`config.mk`:
```
export PLATFORM = sky130hd
export DESIGN_NAME = ebl_boot_loader
export DESIGN_NICKNAME = d
export VERILOG_FILES = /design/src/core/ebl_pkg.sv /design/src/core/ebl_boot_loader.sv /design/src/core/ebl_byte_packer.sv /design/src/core/ebl_wait_timer.sv
export SDC_FILE = /design/constraint.sdc
export NUM_CORES = 1
export LEC_CHECK = 0
export ABC_AREA = 0
export BUFFER_PORTS_ARGS = -buffer_cell sky130_fd_sc_hd__buf_2
export CORE_ASPECT_RATIO = 1.4
export CORE_MARGIN = 2
export CORE_UTILIZATION = 59
export CTS_CLUSTER_SIZE = 20
export DETAILED_ROUTE_END_ITERATION = 10
export PLACE_DENSITY = 0.86
export SYNTH_ARGS = -nofsm -noshare
export SYNTH_HDL_FRONTEND = slang
export SYNTH_HIERARCHICAL = 1
export SYNTH_SLANG_ARGS = --single-unit
```
`constraint.sdc`:
```
create_clock -name core_clk -period 16.2 [get_ports core_clk]
set_clock_uncertainty 0.2 [all_clocks]
set_input_delay 0 -clock core_clk [delete_from_list [all_inputs] [get_ports core_clk]]
set_output_delay 0 -clock core_clk [all_outputs]
set_load 0.05 [all_outputs]
```
`src/core/ebl_pkg.sv`:
```
// Functional notes
// - Eprom strap high, link low: select pin drives
// - Acknowledge held high during reset, then kept
// - Internal word count resets to 0x0100
// - External byte count resets to 0x600
// - Boot channel active after reset, control 0x2A1
// - Eprom address starts at base, increments per byte
// - Bytes packed low first into 48-bit words
// - Packing field ignored during eprom boot
// - Read strobe lasts seven cycles, six waits
// - Bytes sampled from one fixed data lane
// - Core idles at reset vector during boot
// - Eprom selected, other selects disabled at boot
// - Both counters decrement per transfer
// - Counters zero: stop, interrupt, return to kernel
// - Clearing select enable restores normal selects
// - Byte packing only with select enable set
// - Boot select asserts only for channel transfers
// - Reset wait mode needs count and acknowledge
// - Low acknowledge holds access off indefinitely
package ebl_pkg;
	localparam logic [7:0]  SYSCFG_OFS = 8'h00;
	localparam logic [7:0]  CHCTRL_OFS = 8'h04;
	localparam logic [7:0]  ICNT_OFS   = 8'h08;
	localparam logic [7:0]  ECNT_OFS   = 8'h0c;
	localparam logic [7:0]  IADDR_OFS  = 8'h10;
	localparam logic [7:0]  EADDR_OFS  = 8'h14;
	localparam logic [7:0]  STATUS_OFS = 8'h18;
	localparam int          BSE_BIT    = 0;
	localparam int          WM_LSB     = 1;
	localparam int          WS_LSB     = 3;
	localparam int          EN_BIT     = 0;
	localparam int          PACK_LSB   = 6;
	localparam logic [1:0]  WM_BOTH    = 2'h0;
	localparam logic [1:0]  WM_INT     = 2'h1;
	localparam logic [1:0]  WM_ACK     = 2'h2;
	localparam logic [3:0]  WS_RESET   = 4'h6;
	localparam logic [15:0] ICNT_RESET = 16'h0100;
	localparam logic [15:0] ECNT_RESET = 16'h0600;
	localparam logic [2:0]  LAST_BYTE  = 3'h5;
	typedef enum {S_IDLE, S_READ, S_GAP, S_FINISH} ebl_state_t;
endpackage

```
`src/core/ebl_boot_loader.sv`:
```
// Local design decisions: register access over APB and the register addresses.
`timescale 1ns/1ps
module ebl_boot_loader #(
	parameter int          DATA_W      = 48,
	parameter int          LANE_LSB    = 16,
	parameter logic [31:0] EXT_BASE    = 32'h0040_0000,
	parameter logic [31:0] INT_BASE    = 32'h0002_0000,
	parameter logic [31:0] CTRL_RESET  = 32'h0000_02a1,
	parameter logic [31:0] RESET_VEC   = 32'h0002_0004,
	parameter logic [31:0] KERNEL_BASE = 32'h0002_0000
) (
	// Clock and reset
	input  wire logic              core_clk,
	input  wire logic              reset_n,
	// Boot straps
	input  wire logic              eprom_boot_strap,
	input  wire logic              link_boot_strap,
	// APB slave
	input  wire logic              psel,
	input  wire logic              penable,
	input  wire logic              pwrite,
	input  wire logic [7:0]        paddr,
	input  wire logic [31:0]       pwdata,
	output logic [31:0]            prdata,
	output logic                   pready,
	output logic                   pslverr,
	// External bus
	output logic [31:0]            extAddr,
	input  wire logic [DATA_W-1:0] extData,
	output logic                   readStrobeHigh_n,
	output logic                   bootMemSelect_n,
	output logic                   bootMemSelectOe,
	output logic                   normalSelectEnable,
	// Acknowledge pin
	input  wire logic              ackIn,
	output logic                   ackOut,
	output logic                   ackOe,
	// Internal memory write
	output logic                   memWrEn,
	output logic [31:0]            memWrAddr,
	output logic [47:0]            memWrData,
	// Core
	output logic                   coreIdle,
	output logic [31:0]            programCounter,
	output logic                   bootIrq,
	input  wire logic              interrupt_return
);
	if (LANE_LSB < 0 || LANE_LSB > DATA_W - 8) begin : g_lane_check
		$error("byte lane outside data bus");
	end

	////////////////////////////////////////////////////////////////////////////
	logic [1:0]           rstPipe;
	logic                 rst_n;
	logic                 captured;
	logic                 epromBoot;
	logic                 bootStart;
	logic                 boot_select_enable;
	logic [1:0]           unbanked_wait_mode;
	logic [3:0]           unbanked_wait_states;
	logic [31:0]          boot_channel_control_a;
	logic [15:0]          internal_word_count;
	logic [15:0]          external_word_count;
	logic [31:0]          intAddr;
	logic                 busy;
	logic                 ackKept;
	logic                 waitDone;
	logic                 timerLoad;
	logic                 byteTaken;
	logic                 wordValid;
	logic [47:0]          packedWord;
	logic                 wrEn;
	logic                 swStart;
	ebl_pkg::ebl_state_t  state;

	// Release is clean: asynchronous assert, two-flop deassert
	always_ff @(posedge core_clk or negedge reset_n) begin
		if (!reset_n) begin
			rstPipe <= 2'h0;
		end else begin
			rstPipe <= {rstPipe[0], 1'b1};
		end
	end
	assign rst_n = rstPipe[1];

	// Straps are read in the first cycle after release
	assign bootStart = !captured && eprom_boot_strap && !link_boot_strap;
	always_ff @(posedge core_clk or negedge rst_n) begin
		if (!rst_n) begin
			captured <= 1'b0;
			epromBoot <= 1'b0;
		end else if (!captured) begin
			captured <= 1'b1;
			epromBoot <= eprom_boot_strap && !link_boot_strap;
		end
	end

	////////////////////////////////////////////////////////////////////////////
	assign wrEn = psel && penable && pwrite;
	// A software start of byte packing needs the select enable set
	assign swStart = wrEn && paddr == ebl_pkg::CHCTRL_OFS && pwdata[ebl_pkg::EN_BIT]
		&& boot_select_enable && !busy;

	always_ff @(posedge core_clk or negedge rst_n) begin
		if (!rst_n) begin
			boot_select_enable <= 1'b0;
			unbanked_wait_mode <= ebl_pkg::WM_BOTH;
			unbanked_wait_states <= ebl_pkg::WS_RESET;
		end else if (bootStart) begin
			boot_select_enable <= 1'b1;
		end else if (wrEn && paddr == ebl_pkg::SYSCFG_OFS) begin
			boot_select_enable <= pwdata[ebl_pkg::BSE_BIT];
			unbanked_wait_mode <= pwdata[ebl_pkg::WM_LSB +: 2];
			unbanked_wait_states <= pwdata[ebl_pkg::WS_LSB +: 4];
		end
	end

	// Packing field is stored but never steers the datapath
	always_ff @(posedge core_clk or negedge rst_n) begin
		if (!rst_n) begin
			boot_channel_control_a <= CTRL_RESET;
		end else if (wrEn && paddr == ebl_pkg::CHCTRL_OFS) begin
			boot_channel_control_a <= pwdata;
		end
	end

	////////////////////////////////////////////////////////////////////////////
	// Bus writes to parameters are ignored while the channel runs
	always_ff @(posedge core_clk or negedge rst_n) begin
		if (!rst_n) begin
			external_word_count <= ebl_pkg::ECNT_RESET;
			extAddr <= EXT_BASE;
		end else if (byteTaken) begin
			external_word_count <= external_word_count - 16'h1;
			extAddr <= extAddr + 32'h1;
		end else if (wrEn && !busy && paddr == ebl_pkg::ECNT_OFS) begin
			external_word_count <= pwdata[15:0];
		end else if (wrEn && !busy && paddr == ebl_pkg::EADDR_OFS) begin
			extAddr <= pwdata;
		end
	end

	always_ff @(posedge core_clk or negedge rst_n) begin
		if (!rst_n) begin
			internal_word_count <= ebl_pkg::ICNT_RESET;
			intAddr <= INT_BASE;
		end else if (wordValid) begin
			internal_word_count <= internal_word_count - 16'h1;
			intAddr <= intAddr + 32'h1;
		end else if (wrEn && !busy && paddr == ebl_pkg::ICNT_OFS) begin
			internal_word_count <= pwdata[15:0];
		end else if (wrEn && !busy && paddr == ebl_pkg::IADDR_OFS) begin
			intAddr <= pwdata;
		end
	end

	////////////////////////////////////////////////////////////////////////////
	// Keeper follows the resolved line; reset drives it high
	assign ackOe = !rst_n;
	assign ackOut = 1'b1;
	always_ff @(posedge core_clk or negedge rst_n) begin
		if (!rst_n) begin
			ackKept <= 1'b1;
		end else begin
			ackKept <= ackIn;
		end
	end

	ebl_wait_timer u_timer (
		.core_clk   (core_clk),
		.rst_n      (rst_n),
		.load       (timerLoad),
		.run        (state == ebl_pkg::S_READ),
		.waitStates (unbanked_wait_states),
		.waitMode   (unbanked_wait_mode),
		.ackKept    (ackKept),
		.done       (waitDone)
	);

	////////////////////////////////////////////////////////////////////////////
	assign byteTaken = state == ebl_pkg::S_READ && waitDone;
	assign timerLoad = (state == ebl_pkg::S_IDLE && (bootStart || swStart))
		|| (state == ebl_pkg::S_GAP && external_word_count != 16'h0);

	always_ff @(posedge core_clk or negedge rst_n) begin
		if (!rst_n) begin
			state <= ebl_pkg::S_IDLE;
			busy <= 1'b0;
			bootIrq <= 1'b0;
		end else begin
			bootIrq <= 1'b0;
			case (state)
				ebl_pkg::S_IDLE: begin
					if (bootStart || swStart) begin
						state <= ebl_pkg::S_READ;
						busy <= 1'b1;
					end
				end
				ebl_pkg::S_READ: begin
					if (waitDone) begin
						state <= ebl_pkg::S_GAP;
					end
				end
				ebl_pkg::S_GAP: begin
					if (external_word_count == 16'h0) begin
						state <= ebl_pkg::S_FINISH;
					end else begin
						state <= ebl_pkg::S_READ;
					end
				end
				ebl_pkg::S_FINISH: begin
					// Last word has been written by now
					state <= ebl_pkg::S_IDLE;
					busy <= 1'b0;
					bootIrq <= 1'b1;
				end
				default: state <= ebl_pkg::S_IDLE;
			endcase
		end
	end

	ebl_byte_packer u_packer (
		.core_clk  (core_clk),
		.rst_n     (rst_n),
		.clear     (state == ebl_pkg::S_IDLE),
		.byteValid (byteTaken),
		.byteIn    (extData[LANE_LSB +: 8]),
		.wordValid (wordValid),
		.word      (packedWord)
	);

	assign memWrEn = wordValid;
	assign memWrData = packedWord;
	assign memWrAddr = intAddr;

	////////////////////////////////////////////////////////////////////////////
	assign readStrobeHigh_n = state != ebl_pkg::S_READ;
	assign bootMemSelectOe = epromBoot;
	// Core accesses never reach this pin, only channel reads
	assign bootMemSelect_n = !(boot_select_enable && state == ebl_pkg::S_READ);

	always_ff @(posedge core_clk or negedge rst_n) begin
		if (!rst_n) begin
			normalSelectEnable <= 1'b0;
		end else begin
			// Held off until the straps are taken, so no select wakes as boot starts
			normalSelectEnable <= captured && !(boot_select_enable && busy);
		end
	end

	// Core sleeps at the reset vector until the boot interrupt returns
	always_ff @(posedge core_clk or negedge rst_n) begin
		if (!rst_n) begin
			coreIdle <= 1'b0;
			programCounter <= RESET_VEC;
		end else if (bootStart) begin
			coreIdle <= 1'b1;
		end else if (interrupt_return && coreIdle && !busy) begin
			coreIdle <= 1'b0;
			programCounter <= KERNEL_BASE;
		end
	end

	////////////////////////////////////////////////////////////////////////////
	assign pready = 1'b1;
	always_ff @(posedge core_clk or negedge rst_n) begin
		if (!rst_n) begin
			prdata <= 32'h0;
			pslverr <= 1'b0;
		end else if (psel && !penable) begin
			pslverr <= 1'b0;
			if (paddr == ebl_pkg::SYSCFG_OFS) begin
				prdata <= {25'h0, unbanked_wait_states, unbanked_wait_mode, boot_select_enable};
			end else if (paddr == ebl_pkg::CHCTRL_OFS) begin
				prdata <= boot_channel_control_a;
			end else if (paddr == ebl_pkg::ICNT_OFS) begin
				prdata <= {16'h0, internal_word_count};
			end else if (paddr == ebl_pkg::ECNT_OFS) begin
				prdata <= {16'h0, external_word_count};
			end else if (paddr == ebl_pkg::IADDR_OFS) begin
				prdata <= intAddr;
			end else if (paddr == ebl_pkg::EADDR_OFS) begin
				prdata <= extAddr;
			end else if (paddr == ebl_pkg::STATUS_OFS) begin
				prdata <= {28'h0, coreIdle, epromBoot, !busy && captured, busy};
			end else begin
				prdata <= 32'h0;
				pslverr <= 1'b1;
			end
		end
	end

	////////////////////////////////////////////////////////////////////////////
	property p_strobe_len;
		@(posedge core_clk) disable iff (!rst_n)
		$fell(readStrobeHigh_n) && unbanked_wait_states == 4'h6
			&& unbanked_wait_mode == ebl_pkg::WM_INT |-> !readStrobeHigh_n [*7] ##1 readStrobeHigh_n;
	endproperty
	a_strobe_len: assert property (p_strobe_len) else $error("read strobe not seven cycles");

	property p_reset_counts;
		@(posedge core_clk) $rose(rst_n) |-> internal_word_count == 16'h0100
			&& external_word_count == 16'h0600 && boot_channel_control_a == CTRL_RESET;
	endproperty
	a_reset_counts: assert property (p_reset_counts) else $error("bad reset parameters");

	property p_dma_only_select;
		@(posedge core_clk) disable iff (!rst_n)
		!bootMemSelect_n |-> busy && state == ebl_pkg::S_READ;
	endproperty
	a_dma_only_select: assert property (p_dma_only_select) else $error("select without transfer");

	property p_addr_step;
		@(posedge core_clk) disable iff (!rst_n)
		byteTaken |=> extAddr == $past(extAddr) + 32'h1
			&& external_word_count == $past(external_word_count) - 16'h1;
	endproperty
	a_addr_step: assert property (p_addr_step) else $error("address or count did not step");

	property p_irq_at_zero;
		@(posedge core_clk) disable iff (!rst_n)
		$rose(bootIrq) |-> external_word_count == 16'h0 && !busy;
	endproperty
	a_irq_at_zero: assert property (p_irq_at_zero) else $error("interrupt before counts done");

	property p_ack_reset;
		@(posedge core_clk) !rst_n |-> ackOe && ackOut;
	endproperty
	a_ack_reset: assert property (p_ack_reset) else $error("ack not driven high in reset");

	property p_selects_off;
		@(posedge core_clk) disable iff (!rst_n)
		busy && boot_select_enable |=> !normalSelectEnable;
	endproperty
	a_selects_off: assert property (p_selects_off) else $error("normal selects live in boot");

	property p_word_addr;
		@(posedge core_clk) disable iff (!rst_n)
		wordValid |=> intAddr == $past(intAddr) + 32'h1;
	endproperty
	a_word_addr: assert property (p_word_addr) else $error("internal address did not step");

	property p_no_early_select;
		@(posedge core_clk) disable iff (!rst_n)
		bootStart |=> !normalSelectEnable;
	endproperty
	a_no_early_select: assert property (p_no_early_select) else $error("selects on at start");

	property p_idle_vector;
		@(posedge core_clk) disable iff (!rst_n)
		coreIdle && busy |-> programCounter == RESET_VEC;
	endproperty
	a_idle_vector: assert property (p_idle_vector) else $error("core left reset vector");

	property p_icnt_step;
		@(posedge core_clk) disable iff (!rst_n)
		wordValid |=> internal_word_count == $past(internal_word_count) - 16'h1;
	endproperty
	a_icnt_step: assert property (p_icnt_step) else $error("word count did not step");
endmodule // ebl_boot_loader

```
`src/core/ebl_byte_packer.sv`:
```
`timescale 1ns/1ps
module ebl_byte_packer (
	// Clock and reset
	input  wire logic        core_clk,
	input  wire logic        rst_n,
	// Byte side
	input  wire logic        clear,
	input  wire logic        byteValid,
	input  wire logic [7:0]  byteIn,
	// Word side
	output logic             wordValid,
	output logic [47:0]      word
);
	logic [2:0] count;

	always_ff @(posedge core_clk or negedge rst_n) begin
		if (!rst_n) begin
			count <= 3'h0;
			wordValid <= 1'b0;
			word <= 48'h0;
		end else begin
			wordValid <= 1'b0;
			if (clear) begin
				count <= 3'h0;
			end else if (byteValid) begin
				// Shift right so the first byte lands in the low lane
				word <= {byteIn, word[47:8]};
				wordValid <= count == ebl_pkg::LAST_BYTE;
				count <= (count == ebl_pkg::LAST_BYTE) ? 3'h0 : count + 3'h1;
			end
		end
	end

	property p_six_bytes;
		@(posedge core_clk) disable iff (!rst_n)
		byteValid && !clear && count == ebl_pkg::LAST_BYTE |=> wordValid;
	endproperty
	a_six_bytes: assert property (p_six_bytes) else $error("word not emitted after six bytes");
endmodule // ebl_byte_packer

```
`src/core/ebl_wait_timer.sv`:
```
`timescale 1ns/1ps
module ebl_wait_timer (
	// Clock and reset
	input  wire logic       core_clk,
	input  wire logic       rst_n,
	// Control
	input  wire logic       load,
	input  wire logic       run,
	input  wire logic [3:0] waitStates,
	input  wire logic [1:0] waitMode,
	input  wire logic       ackKept,
	// Result
	output logic            done
);
	logic [3:0] cnt;

	always_ff @(posedge core_clk or negedge rst_n) begin
		if (!rst_n) begin
			cnt <= 4'h0;
		end else if (load) begin
			cnt <= waitStates;
		end else if (cnt != 4'h0) begin
			cnt <= cnt - 4'h1;
		end
	end

	// A low kept acknowledge never lets a mode needing it finish
	always_comb begin
		case (waitMode)
			ebl_pkg::WM_BOTH: done = run && cnt == 4'h0 && ackKept;
			ebl_pkg::WM_INT:  done = run && cnt == 4'h0;
			ebl_pkg::WM_ACK:  done = run && ackKept;
			default:          done = run && (cnt == 4'h0 || ackKept);
		endcase
	end

	property p_hold_off;
		@(posedge core_clk) disable iff (!rst_n)
		run && waitMode == ebl_pkg::WM_BOTH && !ackKept |-> !done;
	endproperty
	a_hold_off: assert property (p_hold_off) else $error("access ended with ack low");
endmodule // ebl_wait_timer

```
=== After elaboration in Yosys (flattened, before gate mapping) ===
Index checks and enable logic that the tools add are counted.

* $add $sub $neg: 6
* $mul: 0
* Div/mod/pow operators: 0
* Magnitude comparators: 0
* Eq/ne operators: 19
* Shift-type cells: 0
* Multiplexer cells: 43
* Bitwise logic cells: 2
* Reduce and logical (&&, ||, !) cells: 63

{| class="wikitable"
|+ Operators by type and width
! cell !! count
|-
| 2-to-1 mux 32 bit || 14
|-
| equality test 32 x 2 -> 1 bit, second input constant || 3
|-
| case mux 32 bit (3 select lines) || 1
|-
| adder 32 x 1 -> 32 bit, second input constant || 2
|-
| zero test 32 bit || 2
|-
| 2-to-1 mux 16 bit || 4
|-
| equality test 32 x 1 -> 1 bit, second input constant || 1
|-
| equality test 32 x 3 -> 1 bit, second input constant || 1
|-
| inequality test 32 x 2 -> 1 bit, second input constant || 1
|-
| subtractor 16 x 1 -> 16 bit, second input constant || 2
|-
| logical AND 1 bit || 29
|-
| equality test 8 x 5 -> 1 bit, second input constant || 3
|-
| nonzero test 2 bit || 9
|-
| equality test 8 x 4 -> 1 bit, second input constant || 2
|-
| zero test 16 bit || 1
|-
| nonzero test 16 bit || 1
|-
| 2-to-1 mux 1 bit || 15
|-
| AND reduction 2 bit || 7
|-
| 2-to-1 mux 4 bit || 3
|-
| 2-to-1 mux 3 bit || 3
|-
| equality test 8 x 3 -> 1 bit, second input constant || 1
|-
| zero test 8 bit || 1
|-
| zero test 1 bit || 7
|-
| inequality test 2 bit, second input constant || 3
|-
| other kinds (14) || 17
|}

* Register bits after elaboration: 266
* Bits in latches: 0
* Memory bits (writable): 0
* Bits in read-only memories: 0
* Input bits: 97
* Output and inout bits: 187
* Word-level logic and storage cells: 157
* Memories kept: 0

=== Logic depth before layout (Yosys ltp) ===
* Depth in word-level cells: 10
* Gate-level depth with buffers: 14

=== By module ===
Netlist, hierarchy kept.

{| class="wikitable"
|+ By module, submodules not included
! module !! times used !! cells an instance !! area each (um2) !! sequential area each (um2)
|-
| ebl_boot_loader || 1 || 1166 || 10593.9 || 4520.6
|-
| ebl_byte_packer || 1 || 116 || 1993.2 || 1301.2
|-
| ebl_wait_timer || 1 || 26 || 256.5 || 100.1
|}

=== Worst setup path before layout ===
OpenSTA, ideal clock, no wires.

* Path type: register to output
* Start point: register rstPipe[1]
* End point: output ackOe
* Data arrival time: 7.149 ns
* Required time: 16.000 ns
* Setup slack: 8.851 ns
* Stages on the path, launching flop included: 2
* Cell sequence: dfrtp_1 -> inv_1

* Word-level cells in the longest chain between the ends: 1

{| class="wikitable"
|+ Ends and longest elaborated chain
! what !! RTL line !! RTL
|-
| start, declared || ebl_boot_loader.sv:53 || <nowiki>logic [1:0] rstPipe;</nowiki>
|-
| start signal, assigned || ebl_boot_loader.sv:81 || <nowiki>rstPipe <= {rstPipe[0], 1'b1};</nowiki>
|-
| zero test 1 bit (no source line) || n/a ||
|-
| end, declared || ebl_boot_loader.sv:37 || <nowiki>output logic ackOe,</nowiki>
|}

No other way between the ends.

=== Worst setup path after layout ===
* Start point: input paddr[6]
* End point: register u_timer.cnt[3]

* Word-level cells in the longest chain between the ends: 9
* Elaborated cells between the ends (all ways): 10
* Classes of those cells: eq/ne: 1; mux: 1; reduce/logical: 8

{| class="wikitable"
|+ Ends and longest elaborated chain
! what !! RTL line !! RTL
|-
| start, declared || ebl_boot_loader.sv:22 || <nowiki>input wire logic [7:0] paddr,</nowiki>
|-
| equality test 8 x 3 -> 1 bit (*) || ebl_boot_loader.sv:101 || <nowiki>assign swStart = wrEn && paddr == ebl_pkg::CHCTRL_OFS && pwdata[ebl_pkg::EN_BIT]</nowiki>
|-
| logical AND 1 bit (*) (2 in series) || ebl_boot_loader.sv:101 ||
|-
| logical AND 1 bit (*) (2 in series) || ebl_boot_loader.sv:102 || <nowiki>&& boot_select_enable && !busy;</nowiki>
|-
| logical OR 1 bit (*) || ebl_boot_loader.sv:182 || <nowiki>assign timerLoad = (state == ebl_pkg::S_IDLE && (bootStart || swStart))</nowiki>
|-
| logical AND 1 bit (*) || ebl_boot_loader.sv:182 ||
|-
| logical OR 1 bit (*) || ebl_boot_loader.sv:183 || <nowiki>|| (state == ebl_pkg::S_GAP && external_word_count != 16'h0);</nowiki>
|-
| named net timerLoad || ebl_boot_loader.sv:68 || <nowiki>logic timerLoad;</nowiki>
|-
| 2-to-1 mux 4 bit or nonzero test 2 bit (tied branches) || n/a ||
|-
| end signal, assigned || ebl_wait_timer.sv:21 || <nowiki>cnt <= waitStates;</nowiki>
|-
| end signal, assigned || ebl_wait_timer.sv:23 || <nowiki>cnt <= cnt - 4'h1;</nowiki>
|-
| end, declared || ebl_wait_timer.sv:15 || <nowiki>logic [3:0] cnt;</nowiki>
|}

The timed path passes the listed nets; every way through them passes the cells marked *.
A chain may end at the register's enable or synchronous reset.

==> results.toml <==
[power]
p_total_mw = 1.90
peakVddDrop_mv = 0.127
power_leakage_nw = 7.12
switchingPower_mw = 0.740
comb_power_share_pct = 29.8
p_seq_share_pct = 40.7
intPower_mw = 1.16
p_clk_share_pct = 29.5
power.share.switching_pct = 38.9
powerDensity_nw_per_um2 = 125

[timing]
max_slew_margin_pct = 16.8
final.setup.tns_ns = 0
drv_slew = 0
rsz0062_at_grt = "no"
max_freq_mhz = 219
finalWorstSetupSlack_ns = 11.63
tightestPinTransition_ns = 1.25
finalHoldViolations = 0
fin_crit_ns = 4.57
fin_crit_sh_pct = 28.2
setup_violations = 0

[die]
coreArea_um2 = 21300
die_h_um = 179
rows = 63
fp.dieW_um = 129
start_util_pct = 60.3
dieArea_um2 = 23000
pin_count = 284

[logic_synthesis]
synth_ff_type = "dfrtp_1"
synth_area_um2 = 12800
syn_inst = 1308
ys_seq_elements = 236
syn_avg_cell_area_um2 = 9.82
synth_warnings = 6
synth_edf_count = 0
async_flop_share_pct = 100
synth.yosys.seq_area_share_pct = 46.1
ys_types = 74

[place]
globalplace.congestion = 0.944
placed_area_um2 = 13900
port_buffers = 210
dpl.hpwl_um = 26300
post-place-ws_ns = 12.07

[clock_network]
cts_buffers = 23
cts_root_buf = "clkbuf_16"
cts_tree = "built"
clkLatencyLatePin_ns = 0.53
clockBufferDepth = 3
cts_sinks = 236
path_clk_slew_ns = 0.06
htreeDepth = 1
cts_setup_buffers = 0

[worst_setup_path]
end_kind = "register"
cp_max_fo = 36
critical_path_class = "input pin to register"
arrival_ns = 4.77
cp.required_ns = 16.39
cp_slowest_stage_delay_ns = 0.94
worst_path_max_delay_cell = "nand3_2"
start_kind = "input pin"
worstPathCellList = "dlygate4sd3_1 > buf_2 > or2_2 > dlygate4sd3_1 > nor2_1 > nand3_2 > o311a_1 > nor3_1 > nor3_1 > a221o_1"

[global_routing]
grt_pass1_vias = 12100
gr-total-overflow = 0
grt_max_degree = 187
antenna_found_initial = 0
track_usage_pct = 34.7
grt_pass1_wl_um = 63100

[detailed_routing]
wl_per_cell_um = 22.1
ant_nets = 0
dr.pass1.iters = 5
vias_per_cell = 6.62
via_count = 12000
drt-initial-drc-count = 1225
finalWirelength_um = 40200
drc_errors = 0

[final_layout]
drive_above_1_share_pct = 27.1
design_area_um2 = 15300
final_core_util_pct = 71.8
nets = 1642
mostFrequentLayoutCells = "221 x dfrtp_1, 210 x buf_2, 116 x mux2_2, 113 x nand2_1, 111 x nor2_1"
area_growth_pct = 18.9
mostFrequentLayoutCell = "dfrtp_1"
diodes = 0

[worst_hold_path]
hold_path.class = "input pin to register"

[run]
maxCapViolations = 0

[outcome]
status = "finished, final reports clean"
## final cells by class
cell class | count | area, um^2
timing repair buffer | 286 | 1790
clock buffer | 32 | 649
fill | 1493 | 6010
multi-input combinational | 963 | 6340
inverter | 29 | 109
clock inverter | 10 | 131
tap | 260 | 325
sequential | 236 | 5930
## timing repair
item	CTS	global route
endpoints found under the hold margin	175	0
gates resized for setup	0	0
hold buffers	62	0
## state kept, by name, indices dropped and copies added, names as in the netlist, 3 cells and up
signal and cells:
boot_channel_control_a 32, extAddr 32, external_word_count 16, internal_word_count 16
memWrAddr 32, prdata 32, u_packer/count 3, u_packer/word 48
u_timer/cnt 4, unbanked_wait_states 4
## power groups by stage
stage          clock, mW  sequential (mW)  combinational [mW]
6_report           0.561            0.773               0.567
5_1_grt            0.590            0.783               0.597
4_1_cts            0.565            0.769               0.560
3_5_place_dp           0            0.778               0.545
3_3_place_gp           0            0.770               0.532
2_1_floorplan          0            0.965               0.212
## worst max-delay path: cells and delay by family
kind	cells	cell delay, ns
compound gates	2	1.07
buf+inv	3	1.31
simple gates	5	2.38
## stage by stage
step / hold slack [ns] / instances
2_1_floorplan: -0.496 / 1341
5_1_grt: 0.0717 / 1816
3_5_place_dp: -0.412 / 1712
4_1_cts: 0.00519 / 1816
3_3_place_gp: -0.414 / 1712
6_report: 0.0525 / 1816
## layer usage
| layer | part of all wire [%] | track usage [%] | wire length (um) | vias to the layer above |
|---|---|---|---|---|
| li1 | - | - | - | 5195 |
| met1 | 34 | 39.0 | 13600 | 5795 |
| met2 | 49 | 57.8 | 19600 | 795 |
| met3 | 9.5 | 7.23 | 3800 | 239 |
| met4 | 7.9 | 25.4 | 3160 | 0 |
| met5 | 0 | 0 | 0 | - |
## logic make-up (layout without fill, tap and decap cells)
family	Yosys count	in the layout	synth area share, %
xor+xnor	41	41	2.80
other cells	2	35	0.0585
simple gates	433	433	16.9
fa+ha+maj	6	6	0.584
compound gates	310	310	15.8
buf+inv	142	357	5.53
flops	236	236	46.1
mux	138	138	12.2
## path summary, 6_finish.rpt
path,from,endpoint,slack (ns),depth (start not counted)
min reg2reg,rstPipe[1],u_packer/word[34],0.14,0
max in group asynchronous,rstPipe[1],extAddr[1],14.13,1
min,extData[20],u_packer/word[44],0.05,3
min in group asynchronous,rstPipe[1],u_packer/word[34],0.14,0
max reg2reg,u_timer/cnt[0],extAddr[30],12.12,13
max,paddr[6],u_timer/cnt[3],11.63,10
## Yosys cell counts (all sizes together), types with 4 or more instances
cell type / count / area, um^2
and3: 17 / 106
dfstp: 13 / 342
o32ai: 4 / 35.0
nand3: 54 / 270
a211o: 17 / 149
xor2: 12 / 105
a32o: 10 / 100
a22o: 4 / 35.0
nand2: 114 / 430
nand4: 18 / 113
o22ai: 26 / 163
or3: 9 / 56.3
o21ai: 61 / 309
xnor2: 29 / 254
mux2: 125 / 1440
nand3b: 5 / 37.5
nor2: 111 / 417
mux2i: 13 / 130
buf: 54 / 379
o31ai: 7 / 52.6
nor4: 22 / 153
nor2b: 5 / 31.3
a21oi: 88 / 440
nand4b: 4 / 35.0
and2: 9 / 56.3
clkbuf: 59 / 223
dfrtp: 223 / 5580
or4: 6 / 52.6
nand2b: 6 / 40.0
o211ai: 17 / 128
nor3: 27 / 140
a21o: 4 / 30.0
inv: 28 / 105
a22oi: 17 / 128
nor3b: 5 / 48.8
a311oi: 10 / 87.6
a31oi: 5 / 31.3
a221oi: 5 / 43.8
ha: 6 / 75.1
and4: 12 / 105
a211oi: 15 / 113
Power figures use the tool's default switching activity.
